[src/hdl/dhtf_pkg.sv]
package dhtf_pkg;
    // three-bit register codes inside each select window
    localparam logic [2:0] DHTF_A_DATA = 3'h0;
    localparam logic [2:0] DHTF_A_ERR = 3'h1;
    localparam logic [2:0] DHTF_A_COUNT = 3'h2;
    localparam logic [2:0] DHTF_A_SECTOR = 3'h3;
    localparam logic [2:0] DHTF_A_CYL_LO = 3'h4;
    localparam logic [2:0] DHTF_A_CYL_HI = 3'h5;
    localparam logic [2:0] DHTF_A_DRVHD = 3'h6;
    localparam logic [2:0] DHTF_A_STATUS = 3'h7;
    localparam logic [2:0] DHTF_A_ALT_STATUS = 3'h6;
    localparam logic [2:0] DHTF_A_DIGIN = 3'h7;
    // status bit positions
    localparam int DHTF_ST_BUSY = 7;
    localparam int DHTF_ST_READY = 6;
    localparam int DHTF_ST_FAULT = 5;
    localparam int DHTF_ST_SEEK = 4;
    localparam int DHTF_ST_DATA_REQUEST_FLAG = 3;
    localparam int DHTF_ST_CORRECTED_ECC_FLAG = 2;
    localparam int DHTF_ST_INDEX = 1;
    localparam int DHTF_ST_ERROR = 0;
    // drive/head fields
    localparam int DHTF_DH_DRV = 4;
    localparam int DHTF_DH_HEAD3 = 3;
    localparam logic [7:0] DHTF_DH_RST = 8'h00;
    // fixed-disk control bits
    localparam int DHTF_FD_RESET = 2;
    localparam int DHTF_FD_IRQ_DIS = 1;
    localparam logic [7:0] DHTF_CMD_DIAG = 8'h90;
    localparam logic [7:0] DHTF_REG_RST = 8'h00;
    localparam logic [8:0] DHTF_FULL_COUNT = 9'h100;
    localparam int DHTF_DATA_W = 16;
    localparam int DHTF_FIFO_DEPTH = 16;

    typedef struct packed {
        logic hit_task;
        logic hit_ctl;
        logic [2:0] code;
    } dhtf_sel_t;

    typedef struct packed {
        logic cs0_n;
        logic a9_cs1;
        logic [2:0] addr;
        logic ior_n;
        logic iow_n;
        logic dack_n;
        logic hrst;
        logic [15:0] data;
    } dhtf_pins_t;

    typedef struct packed {
        logic [7:0] error;
        logic [7:0] precomp;
        logic [7:0] count;
        logic [7:0] sector;
        logic [7:0] cyl_lo;
        logic [7:0] cyl_hi;
        logic [7:0] drvhd;
        logic [7:0] command;
    } dhtf_taskfile_t;

    typedef struct packed {
        logic err_load;
        logic [7:0] err_code;
        logic busy_clr;
        logic data_request_flag_set;
        logic data_request_flag_clr;
        logic ecc_phase;
        logic corr_set;
        logic cnt_dec;
        logic sec_inc;
        logic irq_raise;
    } dhtf_mcu_t;

    typedef struct packed {
        logic ready;
        logic fault;
        logic seek_done;
        logic index;
        logic wgate;
    } dhtf_drive_t;

    typedef enum logic [2:0] {
        DHTF_IDLE = 3'b001,
        DHTF_WAIT = 3'b010,
        DHTF_HOLD = 3'b100
    } dhtf_state_t;
endpackage : dhtf_pkg

[src/hdl/dhtf_port.sv]
// Operation
// - registers answer only while host type select bit is clear.
// - shared pin as line nine: low selects task file, high alternate pair.
// - shared pin as second select: selects task file or alternate pair.
// - while busy without data request, task reads give status; host writes only control registers.
// - data port moves 16-bit words, 8-bit during ECC bytes.
// - error code loaded by controller sets error; command write clears it.
// - sector count zero means 256; decremented by controller; access while not busy or during data request.
// - sector number advanced by one per sector by the controller.
// - cylinder low and high bytes form one 16-bit cylinder.
// - drive/head holds size, drive bit, head; bit seven written one.
// - drive/head cleared by local, host, fixed-disk reset or diagnostic command.
// - primary status read clears pending host interrupt; readable any time.
// - status layout busy, ready, fault, seek, data_request_flag, corrected, index, error.
// - index bit follows drive index, forced low without drive ready.
// - corrected bit set by controller, cleared on command write.
// - ready, fault, seek done follow the selected drive.
// - busy set by resets, fixed-disk reset bit and command load.
// - during data request every task register is reachable, command too.
// - alternate status same layout, read leaves interrupt pending.
// - fixed-disk reset bit holds the host interface in reset.
// - host interrupt driven only while interrupt disable bit is zero.
`timescale 1ns/1ps
module dhtf_fifo #(
    parameter int WIDTH = 17,
    parameter int DEPTH = 16
) (
    // clock and reset
    input wire logic ref_clk,
    input wire logic rst_n,
    // fill side
    input wire logic in_valid,
    input wire logic [WIDTH-1:0] in_data,
    output logic in_ready,
    // drain side
    output logic out_valid,
    output logic [WIDTH-1:0] out_data,
    input wire logic out_ready
);
    localparam int AW = $clog2(DEPTH);
    logic [WIDTH-1:0] mem [DEPTH];
    logic [AW-1:0] wp_q, wp_d, rp_q, rp_d;
    logic [AW:0] cnt_q, cnt_d;
    logic full_q, full_d, empty_q, empty_d;
    logic push, pop;

    always_comb begin
        push = in_valid & ~full_q;
        pop = out_ready & ~empty_q;
        wp_d = push ? wp_q + 1'b1 : wp_q;
        rp_d = pop ? rp_q + 1'b1 : rp_q;
        cnt_d = cnt_q + (AW+1)'(push) - (AW+1)'(pop);
        full_d = cnt_d == (AW+1)'(DEPTH);
        empty_d = cnt_d == '0;
    end

    always_ff @(posedge ref_clk or negedge rst_n) begin
        if (!rst_n) begin
            wp_q <= '0;
            rp_q <= '0;
            cnt_q <= '0;
            full_q <= 1'b0;
            empty_q <= 1'b1;
        end else begin
            wp_q <= wp_d;
            rp_q <= rp_d;
            cnt_q <= cnt_d;
            full_q <= full_d;
            empty_q <= empty_d;
        end
    end

    // storage needs no reset
    always_ff @(posedge ref_clk) begin
        if (push) begin
            mem[wp_q] <= in_data;
        end
    end

    assign in_ready = ~full_q;
    assign out_valid = ~empty_q;
    assign out_data = mem[rp_q];
endmodule : dhtf_fifo

module dhtf_port (
    // clock and reset
    input wire logic ref_clk,
    input wire logic rst_n,
    // host pins
    input wire logic primary_chip_select_n,
    input wire logic address_line_nine,
    input wire logic [2:0] host_addr,
    input wire logic host_ior_n,
    input wire logic host_iow_n,
    input wire logic host_dack_n,
    input wire logic host_reset_line,
    input wire logic [15:0] host_data_i,
    output logic [15:0] host_data_o,
    output logic host_data_oe,
    output logic host_io_ready,
    output logic host_dma_req,
    output logic host_irq_o,
    output logic host_irq_oe,
    // mode straps from local configuration
    input wire logic host_type_select_bit,
    input wire logic second_cs_enable,
    // local controller side
    input wire dhtf_pkg::dhtf_mcu_t mcu,
    input wire dhtf_pkg::dhtf_drive_t drive,
    output dhtf_pkg::dhtf_taskfile_t taskfile,
    output logic [8:0] sectors_to_move,
    output logic command_strobe,
    output logic host_irq_pending,
    // buffer side, host writes
    output logic buf_wr_valid,
    output logic [16:0] buf_wr_data,
    input wire logic buf_wr_ready,
    // buffer side, host reads
    input wire logic buf_rd_valid,
    input wire logic [15:0] buf_rd_data,
    output logic buf_rd_ready
);
    localparam int FW = dhtf_pkg::DHTF_DATA_W + 1;

    function automatic dhtf_pkg::dhtf_sel_t decode(input logic cs0_n, input logic pin48,
                                                    input logic cs1_mode, input logic [2:0] a);
        dhtf_pkg::dhtf_sel_t s;
        s.code = a;
        if (cs1_mode) begin
            s.hit_task = !cs0_n && pin48;
            s.hit_ctl = cs0_n && !pin48 && a[2:1] == 2'b11;
        end else begin
            s.hit_task = !cs0_n && !pin48;
            s.hit_ctl = !cs0_n && pin48 && a[2:1] == 2'b11;
        end
        return s;
    endfunction : decode

    // three-stage pin sampling with agreement filter
    dhtf_pkg::dhtf_pins_t raw, s1_q, s2_q, s3_q, f_q, f_d, fp_q;
    always_comb begin
        raw = '0;
        raw.ior_n = host_ior_n;
        raw.cs0_n = primary_chip_select_n;
        raw.a9_cs1 = address_line_nine;
        raw.addr = host_addr;
        raw.iow_n = host_iow_n;
        raw.dack_n = host_dack_n;
        raw.hrst = host_reset_line;
        raw.data = host_data_i;
        f_d = (s3_q & ~(s2_q ^ s3_q)) | (f_q & (s2_q ^ s3_q));
    end
    always_ff @(posedge ref_clk or negedge rst_n) begin
        if (!rst_n) begin
            s1_q <= '1;
            s2_q <= '1;
            s3_q <= '1;
            f_q <= '1;
            fp_q <= '1;
        end else begin
            s1_q <= raw;
            s2_q <= s1_q;
            s3_q <= s2_q;
            f_q <= f_d;
            fp_q <= f_q;
        end
    end

    // fifos in the data path
    logic wf_valid, wf_ready, rf_valid, rf_ready;
    logic [FW-1:0] wf_data;
    logic [FW-2:0] rf_data;
    dhtf_fifo #(.WIDTH(FW), .DEPTH(dhtf_pkg::DHTF_FIFO_DEPTH)) u_wr_fifo (
        .ref_clk(ref_clk),
        .rst_n(rst_n),
        .in_valid(wf_valid),
        .in_data(wf_data),
        .in_ready(wf_ready),
        .out_valid(buf_wr_valid),
        .out_data(buf_wr_data),
        .out_ready(buf_wr_ready)
    );
    dhtf_fifo #(.WIDTH(FW - 1), .DEPTH(dhtf_pkg::DHTF_FIFO_DEPTH)) u_rd_fifo (
        .ref_clk(ref_clk),
        .rst_n(rst_n),
        .in_valid(buf_rd_valid),
        .in_data(buf_rd_data),
        .in_ready(buf_rd_ready),
        .out_valid(rf_valid),
        .out_data(rf_data),
        .out_ready(rf_ready)
    );

    // host-side state
    dhtf_pkg::dhtf_state_t st_q, st_d;
    dhtf_pkg::dhtf_taskfile_t tf_q, tf_d;
    logic busy_q, busy_d, data_request_flag_q, data_request_flag_d, err_q, err_d, corr_q, corr_d;
    logic irq_q, irq_d, fd_rst_q, fd_rst_d, irq_dis_q, irq_dis_d;
    logic [15:0] dout_q, dout_d;
    logic oe_q, oe_d, rdy_q, rdy_d, cmd_q, cmd_d, dma_q, dma_d;
    logic [8:0] total_q, total_d;
    logic acc_rd, acc_wr, is_rd_q, is_rd_d, data_sel, host_rst, cmd_wr, stat_rd;
    logic [7:0] status, digin, wdata8;
    dhtf_pkg::dhtf_sel_t sel;

    always_comb begin
        sel = decode(f_q.cs0_n, f_q.a9_cs1, second_cs_enable, f_q.addr);
        host_rst = f_q.hrst | fd_rst_q;
        acc_rd = fp_q.ior_n & ~f_q.ior_n & ~host_type_select_bit;
        acc_wr = fp_q.iow_n & ~f_q.iow_n & ~host_type_select_bit;
        data_sel = ~f_q.dack_n | (sel.hit_task && sel.code == dhtf_pkg::DHTF_A_DATA);
        wdata8 = f_q.data[7:0];
        status = {busy_q, drive.ready, drive.fault, drive.seek_done, data_request_flag_q, corr_q,
                  drive.index & drive.ready, err_q};
        digin = {1'b0, ~drive.wgate, ~tf_q.drvhd[dhtf_pkg::DHTF_DH_HEAD3:0],
                 ~tf_q.drvhd[dhtf_pkg::DHTF_DH_DRV], tf_q.drvhd[dhtf_pkg::DHTF_DH_DRV]};
        st_d = st_q;
        tf_d = tf_q;
        busy_d = busy_q;
        data_request_flag_d = data_request_flag_q;
        err_d = err_q;
        corr_d = corr_q;
        irq_d = irq_q;
        fd_rst_d = fd_rst_q;
        irq_dis_d = irq_dis_q;
        dout_d = dout_q;
        oe_d = oe_q;
        rdy_d = rdy_q;
        is_rd_d = is_rd_q;
        cmd_wr = 1'b0;
        stat_rd = 1'b0;
        wf_valid = 1'b0;
        wf_data = {mcu.ecc_phase, mcu.ecc_phase ? {8'h00, wdata8} : f_q.data};
        rf_ready = 1'b0;
        case (st_q)
            dhtf_pkg::DHTF_IDLE: begin
                if ((acc_rd || acc_wr) && data_sel && !(sel.hit_ctl)) begin
                    // data port is only meaningful while a transfer is requested
                    is_rd_d = acc_rd;
                    if (data_request_flag_q) begin
                        st_d = dhtf_pkg::DHTF_WAIT;
                        rdy_d = 1'b0;
                    end else begin
                        st_d = dhtf_pkg::DHTF_HOLD;
                        oe_d = acc_rd;
                        dout_d = {8'h00, status};
                    end
                end else if (acc_rd && (sel.hit_task || sel.hit_ctl)) begin
                    st_d = dhtf_pkg::DHTF_HOLD;
                    oe_d = 1'b1;
                    dout_d = 16'h0000;
                    if (sel.hit_ctl) begin
                        dout_d[7:0] = sel.code == dhtf_pkg::DHTF_A_ALT_STATUS ? status : digin;
                    end else if (busy_q && !data_request_flag_q) begin
                        dout_d[7:0] = status;
                        stat_rd = 1'b1;
                    end else begin
                        case (sel.code)
                            dhtf_pkg::DHTF_A_ERR: dout_d[7:0] = tf_q.error;
                            dhtf_pkg::DHTF_A_COUNT: dout_d[7:0] = tf_q.count;
                            dhtf_pkg::DHTF_A_SECTOR: dout_d[7:0] = tf_q.sector;
                            dhtf_pkg::DHTF_A_CYL_LO: dout_d[7:0] = tf_q.cyl_lo;
                            dhtf_pkg::DHTF_A_CYL_HI: dout_d[7:0] = tf_q.cyl_hi;
                            dhtf_pkg::DHTF_A_DRVHD: dout_d[7:0] = tf_q.drvhd;
                            default: begin
                                dout_d[7:0] = status;
                                stat_rd = 1'b1;
                            end
                        endcase
                    end
                end else if (acc_wr && sel.hit_ctl) begin
                    st_d = dhtf_pkg::DHTF_HOLD;
                    if (sel.code == dhtf_pkg::DHTF_A_ALT_STATUS) begin
                        fd_rst_d = wdata8[dhtf_pkg::DHTF_FD_RESET];
                        irq_dis_d = wdata8[dhtf_pkg::DHTF_FD_IRQ_DIS];
                    end
                end else if (acc_wr && sel.hit_task) begin
                    st_d = dhtf_pkg::DHTF_HOLD;
                    // a busy controller ignores task writes unless it asks for data
                    if (!busy_q || data_request_flag_q) begin
                        case (sel.code)
                            dhtf_pkg::DHTF_A_ERR: tf_d.precomp = wdata8;
                            dhtf_pkg::DHTF_A_COUNT: tf_d.count = wdata8;
                            dhtf_pkg::DHTF_A_SECTOR: tf_d.sector = wdata8;
                            dhtf_pkg::DHTF_A_CYL_LO: tf_d.cyl_lo = wdata8;
                            dhtf_pkg::DHTF_A_CYL_HI: tf_d.cyl_hi = wdata8;
                            dhtf_pkg::DHTF_A_DRVHD: tf_d.drvhd = wdata8;
                            default: begin
                                tf_d.command = wdata8;
                                cmd_wr = 1'b1;
                            end
                        endcase
                    end
                end
            end
            dhtf_pkg::DHTF_WAIT: begin
                // host is held off through the ready line until the fifo can move
                if (is_rd_q && rf_valid) begin
                    rf_ready = 1'b1;
                    dout_d = mcu.ecc_phase ? {8'h00, rf_data[7:0]} : rf_data;
                    oe_d = 1'b1;
                    rdy_d = 1'b1;
                    st_d = dhtf_pkg::DHTF_HOLD;
                end else if (!is_rd_q && wf_ready) begin
                    wf_valid = 1'b1;
                    rdy_d = 1'b1;
                    st_d = dhtf_pkg::DHTF_HOLD;
                end
            end
            dhtf_pkg::DHTF_HOLD: begin
                if (f_q.ior_n && f_q.iow_n) begin
                    oe_d = 1'b0;
                    st_d = dhtf_pkg::DHTF_IDLE;
                end
            end
            default: st_d = dhtf_pkg::DHTF_IDLE;
        endcase
        // controller-side updates
        if (mcu.cnt_dec) begin
            tf_d.count = tf_q.count - 8'h01;
        end
        if (mcu.sec_inc) begin
            tf_d.sector = tf_q.sector + 8'h01;
        end
        if (mcu.err_load) begin
            tf_d.error = mcu.err_code;
        end
        if (mcu.busy_clr) begin
            busy_d = 1'b0;
        end
        if (mcu.data_request_flag_clr) begin
            data_request_flag_d = 1'b0;
        end
        if (mcu.data_request_flag_set) begin
            data_request_flag_d = 1'b1;
        end
        if (cmd_wr) begin
            busy_d = 1'b1;
            err_d = 1'b0;
            corr_d = 1'b0;
            if (wdata8 == dhtf_pkg::DHTF_CMD_DIAG) begin
                tf_d.drvhd = dhtf_pkg::DHTF_DH_RST;
            end
        end
        // sets after clears so a same-cycle event survives, except against a host reset, applied last
        if (mcu.err_load) begin
            err_d = 1'b1;
        end
        if (mcu.corr_set) begin
            corr_d = 1'b1;
        end
        if (stat_rd) begin
            irq_d = 1'b0;
        end
        if (mcu.irq_raise) begin
            irq_d = 1'b1;
        end
        if (host_rst) begin
            tf_d.drvhd = dhtf_pkg::DHTF_DH_RST;
            busy_d = 1'b1;
            data_request_flag_d = 1'b0;
            irq_d = 1'b0;
        end
        total_d = tf_d.count == 8'h00 ? dhtf_pkg::DHTF_FULL_COUNT : {1'b0, tf_d.count};
        cmd_d = cmd_wr;
        dma_d = data_request_flag_d & ~host_type_select_bit;
    end

    always_ff @(posedge ref_clk or negedge rst_n) begin
        if (!rst_n) begin
            st_q <= dhtf_pkg::DHTF_IDLE;
            tf_q <= '{default: dhtf_pkg::DHTF_REG_RST};
            busy_q <= 1'b1;
            data_request_flag_q <= 1'b0;
            err_q <= 1'b0;
            corr_q <= 1'b0;
            irq_q <= 1'b0;
            fd_rst_q <= 1'b0;
            irq_dis_q <= 1'b0;
            dout_q <= 16'h0000;
            oe_q <= 1'b0;
            rdy_q <= 1'b1;
            is_rd_q <= 1'b0;
            cmd_q <= 1'b0;
            dma_q <= 1'b0;
            total_q <= dhtf_pkg::DHTF_FULL_COUNT;
        end else begin
            st_q <= st_d;
            tf_q <= tf_d;
            busy_q <= busy_d;
            data_request_flag_q <= data_request_flag_d;
            err_q <= err_d;
            corr_q <= corr_d;
            irq_q <= irq_d;
            fd_rst_q <= fd_rst_d;
            irq_dis_q <= irq_dis_d;
            dout_q <= dout_d;
            oe_q <= oe_d;
            rdy_q <= rdy_d;
            is_rd_q <= is_rd_d;
            cmd_q <= cmd_d;
            dma_q <= dma_d;
            total_q <= total_d;
        end
    end

    // interrupt pin released while disabled, pending state kept
    logic irq_o_q, irq_oe_q;
    always_ff @(posedge ref_clk or negedge rst_n) begin
        if (!rst_n) begin
            irq_o_q <= 1'b0;
            irq_oe_q <= 1'b0;
        end else begin
            irq_o_q <= irq_d;
            irq_oe_q <= ~irq_dis_d & ~host_type_select_bit;
        end
    end

    assign host_data_o = dout_q;
    assign host_data_oe = oe_q;
    assign host_io_ready = rdy_q;
    assign host_dma_req = dma_q;
    assign host_irq_o = irq_o_q;
    assign host_irq_oe = irq_oe_q;
    assign taskfile = tf_q;
    assign sectors_to_move = total_q;
    assign command_strobe = cmd_q;
    assign host_irq_pending = irq_q;
endmodule : dhtf_port

[config.mk]
export PLATFORM = sky130hd
export DESIGN_NAME = dhtf_port
export DESIGN_NICKNAME = d
export VERILOG_FILES = /design/src/hdl/dhtf_pkg.sv /design/src/hdl/dhtf_port.sv
export SDC_FILE = /design/constraint.sdc
export NUM_CORES = 1
export LEC_CHECK = 0
export BUFFER_PORTS_ARGS = -buffer_cell sky130_fd_sc_hd__buf_4
export CORE_ASPECT_RATIO = 1.75
export CORE_MARGIN = 5
export CORE_UTILIZATION = 65
export DETAILED_ROUTE_END_ITERATION = 16
export GPL_ROUTABILITY_DRIVEN = 0
export GPL_TIMING_DRIVEN = 0
export HOLD_SLACK_MARGIN = 0.02
export PLACE_DENSITY_LB_ADDON = 0.25
export REMOVE_ABC_BUFFERS = 1
export SLEW_MARGIN = 20
export SYNTH_ARGS = -nofsm -noshare
export SYNTH_HDL_FRONTEND = slang
export SYNTH_SLANG_ARGS = --single-unit
[constraint.sdc]
create_clock -name ref_clk -period 6.35 [get_ports ref_clk]
set_input_delay 1.905 -clock ref_clk [delete_from_list [all_inputs] [get_ports ref_clk]]
set_output_delay 1.905 -clock ref_clk [all_outputs]
set_load 0.01 [all_outputs]
==> run summary, run 1 <==
Status: completed
Crit path launch type: flip-flop
Wire per inst: 29.4 um
Dpl hpwl: 45300 um
Critical Path RT: 4.45 ns
Synth cell types: 75
Most common cell after layout, fill and taps aside: edfxtp_1
Critical path buffer and inverter count: 2
Number of global-route vias before repair: 17.1k
Non-Filler Instances: 2462
Worst Tran Pin Value: 1.17 ns
Crit path DAT: 2.90 ns
Chip Height: 294 um
Pre-CTS WS: 1.54 ns
Most frequent cells in the layout: edfxtp_1, buf_4, mux4_2
Power, Total: 13.1 mW
Fin Clk Skew: 0.0184 ns
Finish-stage setup viols: 0
Deepest clock path buffer count: 3
GRT Overall Usage: 0.293
Worst-skew pair later-pin latency: 0.59 ns
Cells after Synth: 1625
Via count: 16.2k
Placed Cells: 2339
Worst slew margin: 0.222
Worst-path clk slew: 0.06 ns
Nature of the critical path endpoint: output pin
Clock Tree Root: clkbuf_16
Drt drc: 0
Ys flop type: edfxtp_1
Post-CTS sizing: 0
H-tree depth: 3
Synthesized area per cell: 18.4 um2
Final ANT Viol Nets: 0
Fmax: 0.208 GHz
PwrDens: 381 mW/mm2
Crit path cell chain: buf_16 > mux4_2 > mux4_2 > buf_4
Row Count: 104
Worst hold path type: flip-flop to flip-flop
Input/output buffers: 183
CTS sink count: 765
Vias per cell: 6.60
Critical path fanouts, max: 34
CTS Buf Count: 67
Core ar.: 0.0458 mm2
WS Path Type: flip-flop to output pin
Fin worst setup slack: 1.55 ns
CP peak stage delay: 0.65 ns
Max-slew violations: 0
Initial antenna violation count: 2
Minimum clock period: 4.80 ns
LEAKAGE: 12.2 nW
Seq/Total Area, Yosys: 0.732
DRT Wirelength: 72300 um
Initial Util: 0.654
Synthesis-to-layout area growth: 15.2%
CP top delay family: multiplexers
IO Pins: 184
Hold_buf cts: 0
Layout cell share with drive strength beyond 1: 0.357
First DRT Iteration DRCs: 1576
Final hold vios: 0
Die Wd: 172 um
DR pass1 iterations: 8
Yosys reg bits: 765
Nets: 1919
Post-synth ARST share: 0.310
EDFF count, synth: 528
Total grt overflow: 0
Postcts setup bufs: 0
Pin count of the biggest net entering global routing: 103
RSZ-0062 raised after global routing: no
Cell mode on critical path: mux4_2
Die Area: 0.0506 mm2
CTS tree: yes
Yosys Warn Count: 0
First-pass GRT wire length: 107000 um
Max cap viols: 0
Slowest cell on crit path: dfrtp_4
Synth Cell Area: 0.0299 mm2
Period utilisation layout: 0.756
Max IR drop VDD: 0.000421 V
[cell usage after synthesis (21+ instances only)]
cell type / number / area (um2)
a21oi_1: 50 / 250
and2_1: 21 / 131
buf_1: 21 / 78.8
clkbuf_1: 41 / 154
dfrtp_1: 129 / 3230
dfstp_2: 108 / 2840
edfxtp_1: 528 / 15900
ha_1: 22 / 275
inv_1: 31 / 116
maj3_1: 25 / 250
mux2_2: 53 / 597
mux2i_1: 37 / 370
mux4_2: 144 / 3240
nand2_1: 77 / 289
nand3_1: 32 / 160
nor2_1: 51 / 191
o21ai_0: 49 / 245
[per-layer routing]
metal,GRT usage,vias to the layer above,routed length (um)
met1,0.347,8326,23400
met4,0.137,2,3810
li1,-,6778,-
met2,0.516,909,39200
met5,0,-,7
met3,0.0562,223,5850
[sequential cells by signal, summed over array words and instances, names as in the netlist, 5 cells and up, named ones only]
register,flops
host_data_o,16
s1_q,25
s2_q,25
s3_q,25
sectors_to_move,9
taskfile,64
u_rd_fifo.cnt_q,5
u_rd_fifo.mem,256
u_wr_fifo.cnt_q,5
u_wr_fifo.mem,272
[path summary, 6_finish.rpt]
check                           cells after the start            endpoint              start  slack [ns]
worst max-delay path                                4      buf_wr_data[6]  u_wr_fifo.rp_q[0]        1.55
max in group asynchronous                           3            s3_q[10]              rst_n        3.81
worst min-delay path                                0             s2_q[4]            s1_q[4]        0.35
worst min register to register                      0             s2_q[4]            s1_q[4]        0.35
min in group asynchronous                           1        taskfile[50]              rst_n        1.21
worst max register to register                      8  sectors_to_move[8]          flip-flop        2.58
[metrics by stage]
step	hold slack [ns]	utilization	setup TNS, ns	cell area [um2]
6_report	0.348	0.753	0	34500
5_1_grt	0.356	0.753	0	34500
4_1_cts	0.350	0.752	0	34500
3_5_place_dp	0.347	0.705	0	32300
3_3_place_gp	0.346	0.693	-11.70	31800
2_1_floorplan	0.345	-	0	29700
[kinds of logic (layout without fill, tap and decap cells)]
kind of cell,count (synthesis),count (layout),share of synthesized area
flops,765,765,0.732
simple gates,262,262,0.0451
mux,236,236,0.142
compound gates,188,188,0.0424
buf+inv,104,357,0.0136
fa+ha+maj,49,49,0.0189
xor+xnor,21,21,0.00614
other cells,0,1,0
[power by group]
part / switching (mW) / leakage (nW) / internal, mW / total (mW)
clock network: 1.75 / 1.08 / 2.34 / 4.09
registers: 0.467 / 7.55 / 5.83 / 6.30
logic: 1.35 / 3.61 / 1.40 / 2.75
[layout make-up]
| class | instances | area (um2) |
|---|---|---|
| Inverter | 32 | 120 |
| Clock buffer | 93 | 1890 |
| Timing Repair Buffer | 204 | 1730 |
| Clock inverter | 28 | 307 |
| Antenna cell | 1 | 2.50 |
| Sequential cell | 765 | 21900 |
| Fill cell | 2499 | 11300 |
| Multi-Input combinational cell | 756 | 7770 |
| Tap cell | 583 | 729 |
Note: power is estimated with default switching activity, not from simulation.
==> run 2: changes to the inputs <==
--- a/config.mk
+++ b/config.mk
@@ -8,7 +8,7 @@
 export BUFFER_PORTS_ARGS = -buffer_cell sky130_fd_sc_hd__buf_4
 export CORE_ASPECT_RATIO = 1.75
 export CORE_MARGIN = 5
-export CORE_UTILIZATION = 65
+export CORE_UTILIZATION = 55
 export DETAILED_ROUTE_END_ITERATION = 16
 export GPL_ROUTABILITY_DRIVEN = 0
 export GPL_TIMING_DRIVEN = 0
==> constraint.sdc (replaced) <==
create_clock -name ref_clk -period 4.1 [get_ports ref_clk]
set_input_delay 1.23 -clock ref_clk [delete_from_list [all_inputs] [get_ports ref_clk]]
set_output_delay 1.23 -clock ref_clk [all_outputs]
set_load 0.01 [all_outputs]
==> run summary, run 2 (synthesis gave the netlist of run 1 again) <==
Row Count: 113
Nature of the critical path endpoint: output pin
Hold Startpoint: s1_q[15]
Placed Cells: 2456
IO Pins: 184
Die Wd: 186 um
GRT Overall Usage: 0.244
Critical path fanouts, max: 14
Max reg flops: 272
Worst Tran Pin Value: 1.05 ns
DR pass1 iterations: 5
Initial Util: 0.553
Most common cell after layout, fill and taps aside: edfxtp_1
WS Path Type: flip-flop to output pin
PwrDens: 587 mW/mm2
Max IR drop VDD: 0.000408 V
Total grt overflow: 0
DRT Wirelength: 72500 um
Crit path DAT: 2.76 ns
Layout Utilization: 0.645
Crit path launch type: flip-flop
Hold_buf cts: 0
Number of global-route vias before repair: 16.9k
Finish-stage setup viols: 0
Fin Clk Skew: 0.0263 ns
Clock Tree Root: clkbuf_16
Critical Path Source: u_wr_fifo.rp_q[0]
Minimum clock period: 3.99 ns
Worst hold path type: flip-flop to flip-flop
DP Area: 0.0326 mm2
Final ANT Viol Nets: 0
Deepest clock path buffer count: 3
CTS Buf Count: 68
Most frequent cells in the layout: edfxtp_1, buf_4, mux4_2
Nets: 1931
Dpl hpwl: 46900 um
Drt drc: 0
Initial antenna violation count: 3
Final hold vios: 0
LEAKAGE: 12.4 nW
Worst slew margin: 0.294
Period utilisation layout: 0.973
Power, Total: 20.5 mW
RSZ-0062 raised after global routing: no
Core ar.: 0.0542 mm2
Vias per cell: 6.12
First-pass GRT wire length: 108000 um
Pin count of the biggest net entering global routing: 100
Input/output buffers: 183
Final Hold Slack: 0.353 ns
Worst-skew pair later-pin latency: 0.62 ns
CTS tree: yes
Max-slew violations: 0
Max cap viols: 0
First DRT Iteration DRCs: 1442
Non-Filler Instances: 2585
Synthesis-to-layout area growth: 16.7%
Via count: 15.8k
Top reg by flops: u_wr_fifo.mem
CTS sink count: 765
Wire per inst: 28.0 um
Fmax: 0.251 GHz
Chip Height: 319 um
Layout cell share with drive strength beyond 1: 0.366
Die Area: 0.0594 mm2
Critical Path RT: 2.87 ns
Worst-path clk slew: 0.06 ns
Status: completed
H-tree depth: 3
Post-route cell area: 0.0349 mm2
-- run 2: changes by cell type in the layout (fill, tap and decap cells not counted), moves of 2 or more --
| cell | delta |
|---|---|
| and2_1 | -7 |
| and2_2 | +7 |
| buf_16 | +8 |
| buf_6 | +4 |
| clkbuf_1 | +2 |
| clkinv_2 | +2 |
| clkinv_4 | -2 |
| clkinvlp_4 | +3 |
-- run 2: repair_timing --
item | in CTS | in global routing
setup endpoints to repair | 11 | 0
gates resized for setup | 0 | 0
setup buffers | 2 | 0
-- run 2: power breakdown --
group          switching, mW  internal (mW)
combinational           2.10           2.19
sequential             0.687           9.03
clock                   2.78           3.73
total                   5.57           14.9
-- run 2: final cells by class --
class	count	area [um2]
antenna	1	2.50
clock buffer	96	1910
clock inverter	30	353
fill	3670	19200
inverter	32	120
multi-input combinational	756	7780
sequential	765	21900
tap	690	863
timing repair buffer	215	1970
-- run 2: path summary, 6_finish.rpt --
| check | to | slack [ns] | cells after the start |
|---|---|---|---|
| max | buf_wr_data[5] | 0.11 | 5 |
| min | s2_q[15] | 0.35 | 0 |
| max reg2reg | sectors_to_move[8] | 0.14 | 8 |
| min reg2reg | s2_q[15] | 0.35 | 0 |
| max in group asynchronous | u_wr_fifo.rp_q[1] | 2.20 | 3 |
| min in group asynchronous | u_rd_fifo.full_q | 0.57 | 1 |
-- run 2: routing by layer --
metal,vias up,routed length (um),GRT usage
li1,6802,-,-
met1,8310,25200,0.284
met2,570,39600,0.439
met3,138,5060,0.0597
met4,4,2610,0.0885
met5,-,27,0
-- run 2: stage by stage --
stage	TNS, ns	setup slack, ns
3_3_place_gp	-245.89	-2.37
3_5_place_dp	-0.121	-0.121
4_1_cts	0	0.0430
2_1_floorplan	-20.61	-1.05
5_1_grt	0	0.00396
6_report	0	0.110
-- run 2: worst max-delay path, stage by stage, from the launching register on --
cell and delay (ns):
dfrtp_4 0.43, buf_4 0.32, buf_16 0.22, mux4_2 0.50, mux4_2 0.49, buf_4 0.17
==> run 3: changes to the inputs <==
--- a/config.mk
+++ b/config.mk
@@ -5,6 +5,7 @@
 export SDC_FILE = /design/constraint.sdc
 export NUM_CORES = 1
 export LEC_CHECK = 0
+export ABC_AREA = 1
 export BUFFER_PORTS_ARGS = -buffer_cell sky130_fd_sc_hd__buf_4
 export CORE_ASPECT_RATIO = 1.75
 export CORE_MARGIN = 5
==> constraint.sdc (replaced) <==
create_clock -name ref_clk -period 4.1 [get_ports ref_clk]
set_input_delay 1.23 -clock ref_clk [delete_from_list [all_inputs] [get_ports ref_clk]]
set_output_delay 1.23 -clock ref_clk [all_outputs]
set_load 0.05 [all_outputs]
==> run summary, run 3 <==
Cells after Synth: 2415
CP peak stage delay: 0.65 ns
Fin worst setup slack: 0.144 ns
CTS sink count: 765
Clock Tree Root: clkbuf_16
Simple-gate portion of the synthesized area: 0.111
Total grt overflow: 0
Post-synth ARST share: 0.310
Max reg flops: 272
Die Wd: 188 um
Worst Tran Pin Value: 1.09 ns
Period utilisation layout: 0.965
Critical path fanouts, max: 55
Hold Path Depth: 0
Vias per cell: 6.03
XOR/XNOR Fraction of Synth Area: 0.00663
Crit path DAT: 2.73 ns
Crit path launch type: flip-flop
Post-Synth Adder-Cell Area: 0.0186
Max IR drop VDD: 0.000556 V
Critical Path RT: 2.87 ns
Yosys reg bits: 765
Area fraction of the dominant cell type after synthesis: 0.522
Drt drc: 0
Biggest area consumer among synthesized cells: edfxtp_1
Synthesis-to-layout area growth: 15.4%
Input/output buffers: 183
Synth area leaders: edfxtp_1, dfrtp_1, dfstp_2, nand2_1, o21ai_0
Metal3 WL: 5740 um
Final hold vios: 0
Post-synth top cells: edfxtp_1, nand2_1, o21ai_0
GRT Overall Usage: 0.257
Chip Height: 321 um
EDFF count, synth: 528
First DRT Iteration DRCs: 2008
Wire per inst: 23.9 um
Fillcell total: 3999
Slowest cell on crit path: dfrtp_4
Seq/Total Area, Yosys: 0.722
Via count: 20.1k
IO Pins: 184
Worst hold path type: flip-flop to flip-flop
Detailed route wirelength on metal2: 41500 um
Max layer used: met4
Fin Clk Skew: 0.0264 ns
Row Count: 114
WS Path Type: flip-flop to output pin
Layout cell share with drive strength beyond 1: 0.183
Max-slew violations: 0
Most frequent cell after synthesis: edfxtp_1
CTS Buf Count: 69
Power, Total: 21.8 mW
Final ANT Viol Nets: 0
Largest family of logic cells by synthesized area: simple AND/OR/NAND/NOR gates
Most common cell after layout, fill and taps aside: edfxtp_1
First-pass GRT wire length: 118000 um
CTS tree: yes
Mux cell area share after synthesis: 0.0181
DR pass1 iterations: 6
Nature of the critical path endpoint: output pin
Synth cell types: 48
Status: completed
RR Endpoint: u_rd_fifo.full_q
Worst-path clk slew: 0.06 ns
Deepest clock path buffer count: 3
Ys flop type: edfxtp_1
Top reg by flops: u_wr_fifo.mem
Pin count of the biggest net entering global routing: 102
Yosys Warn Count: 0
Initial antenna violation count: 0
Finish-stage setup viols: 0
Worst-skew pair later-pin latency: 0.62 ns
Die Area: 0.0602 mm2
LEAKAGE: 13.3 nW
Post-synthesis compound-gate area fraction: 0.0908
Worst Setup EP: buf_wr_data[2]
Crit path cell chain: inv_8 > buf_16 > nor2_1 > o32ai_1 > o211ai_1 > nand2_1 > buf_4
Max cap viols: 0
Met1 WL: 27200 um
H-tree depth: 3
Minimum clock period: 3.96 ns
Dpl hpwl: 50400 um
Nets: 2668
Core ar.: 0.0551 mm2
Reg-to-reg setup timing slack: 0.17 ns
Synth Cell Area: 0.0304 mm2
Most frequent cells in the layout: edfxtp_1, nand2_1, o21ai_0
Number of global-route vias before repair: 20.3k
Critical Path Source: u_wr_fifo.rp_q[0]
Reg2Reg Depth: 11
Worst slew margin: 0.273
Critical R2R Launch: st_q[0]
RSZ-0062 raised after global routing: no
Synthesized area per cell: 12.6 um2
DRT Wirelength: 79400 um
PwrDens: 623 mW/mm2
Initial Util: 0.552
Pre-CTS WS: -0.0370 ns
Fmax: 0.253 GHz
## run 3: area by class of cell
class                      count  area (um2)  area share
inverter                     141         548      0.0156
tap                          696         871      0.0249
multi-input combinational   1395        7680       0.219
antenna                        1        2.50   0.0000714
clock buffer                  94        1980      0.0566
timing repair buffer         201        1780      0.0508
clock inverter                31         229     0.00653
sequential                   765       21900       0.626
timing repair inverter         2        12.5    0.000357
## run 3: metal layers
metal	vias to the layer above	global-route usage
li1	8949	-
met1	9892	0.286
met2	975	0.462
met3	241	0.0439
met4	0	0.155
met5	-	0
## run 3: metrics by stage
| step | cells | area (um2) | util | setup TNS (ns) | hold WS (ns) |
|---|---|---|---|---|---|
| 4_1_cts | 3322 | 35000 | 0.635 | 0 | 0.354 |
| 6_report | 3326 | 35000 | 0.636 | 0 | 0.355 |
| 2_1_floorplan | 2301 | 29900 | - | -59.51 | 0.345 |
| 3_5_place_dp | 3196 | 32700 | 0.595 | -0.0427 | 0.347 |
| 5_1_grt | 3325 | 35000 | 0.636 | 0 | 0.355 |
| 3_3_place_gp | 3180 | 32100 | 0.584 | -164.98 | 0.347 |
## run 3: cells by family after synthesis
group                    count (synthesis)
AO/OA/AOI/OAI                          461
XOR/XNOR                                23
adder cells (fa/ha/maj)                 49
buffers and inverters                  255
flip-flops                             765
multiplexers                            55
AND/OR/NAND/NOR                        807
## run 3: how the worst min path moves through the flow
stage	startpoint	endpoint
6_report	s1_q[8]	s2_q[8]
5_1_grt	s1_q[13]	s2_q[13]
4_1_cts	s1_q[23]	s2_q[23]
3_5_place_dp	s1_q[8]	s2_q[8]
3_3_place_gp	s1_q[13]	s2_q[13]
2_1_floorplan	s1_q[0]	s2_q[0]
## run 3: report_power, final
part	switching (mW)	internal, mW	total (mW)
logic	4.09	1.77	5.86
registers	0.604	9.03	9.63
clock network	2.82	3.54	6.36
total	7.51	14.3	21.8
## run 3: critical path: cells and delay by family, from the launching register on
kind | cells | cell delay [ns]
buffers and inverters | 3 | 0.75
AND/OR/NAND/NOR | 2 | 0.27
flip-flops | 1 | 0.65
AO/OA/AOI/OAI | 2 | 0.39
## run 3: timing repair
| item | 4_1_cts | 5_1_grt |
|---|---|---|
| gates cloned | 1 | 1 |
| gates resized for setup | 7 | 2 |
| setup buffers | 0 | 2 |
| endpoints found under the setup margin | 18 | 5 |
| hold buffers | 0 | 0 |
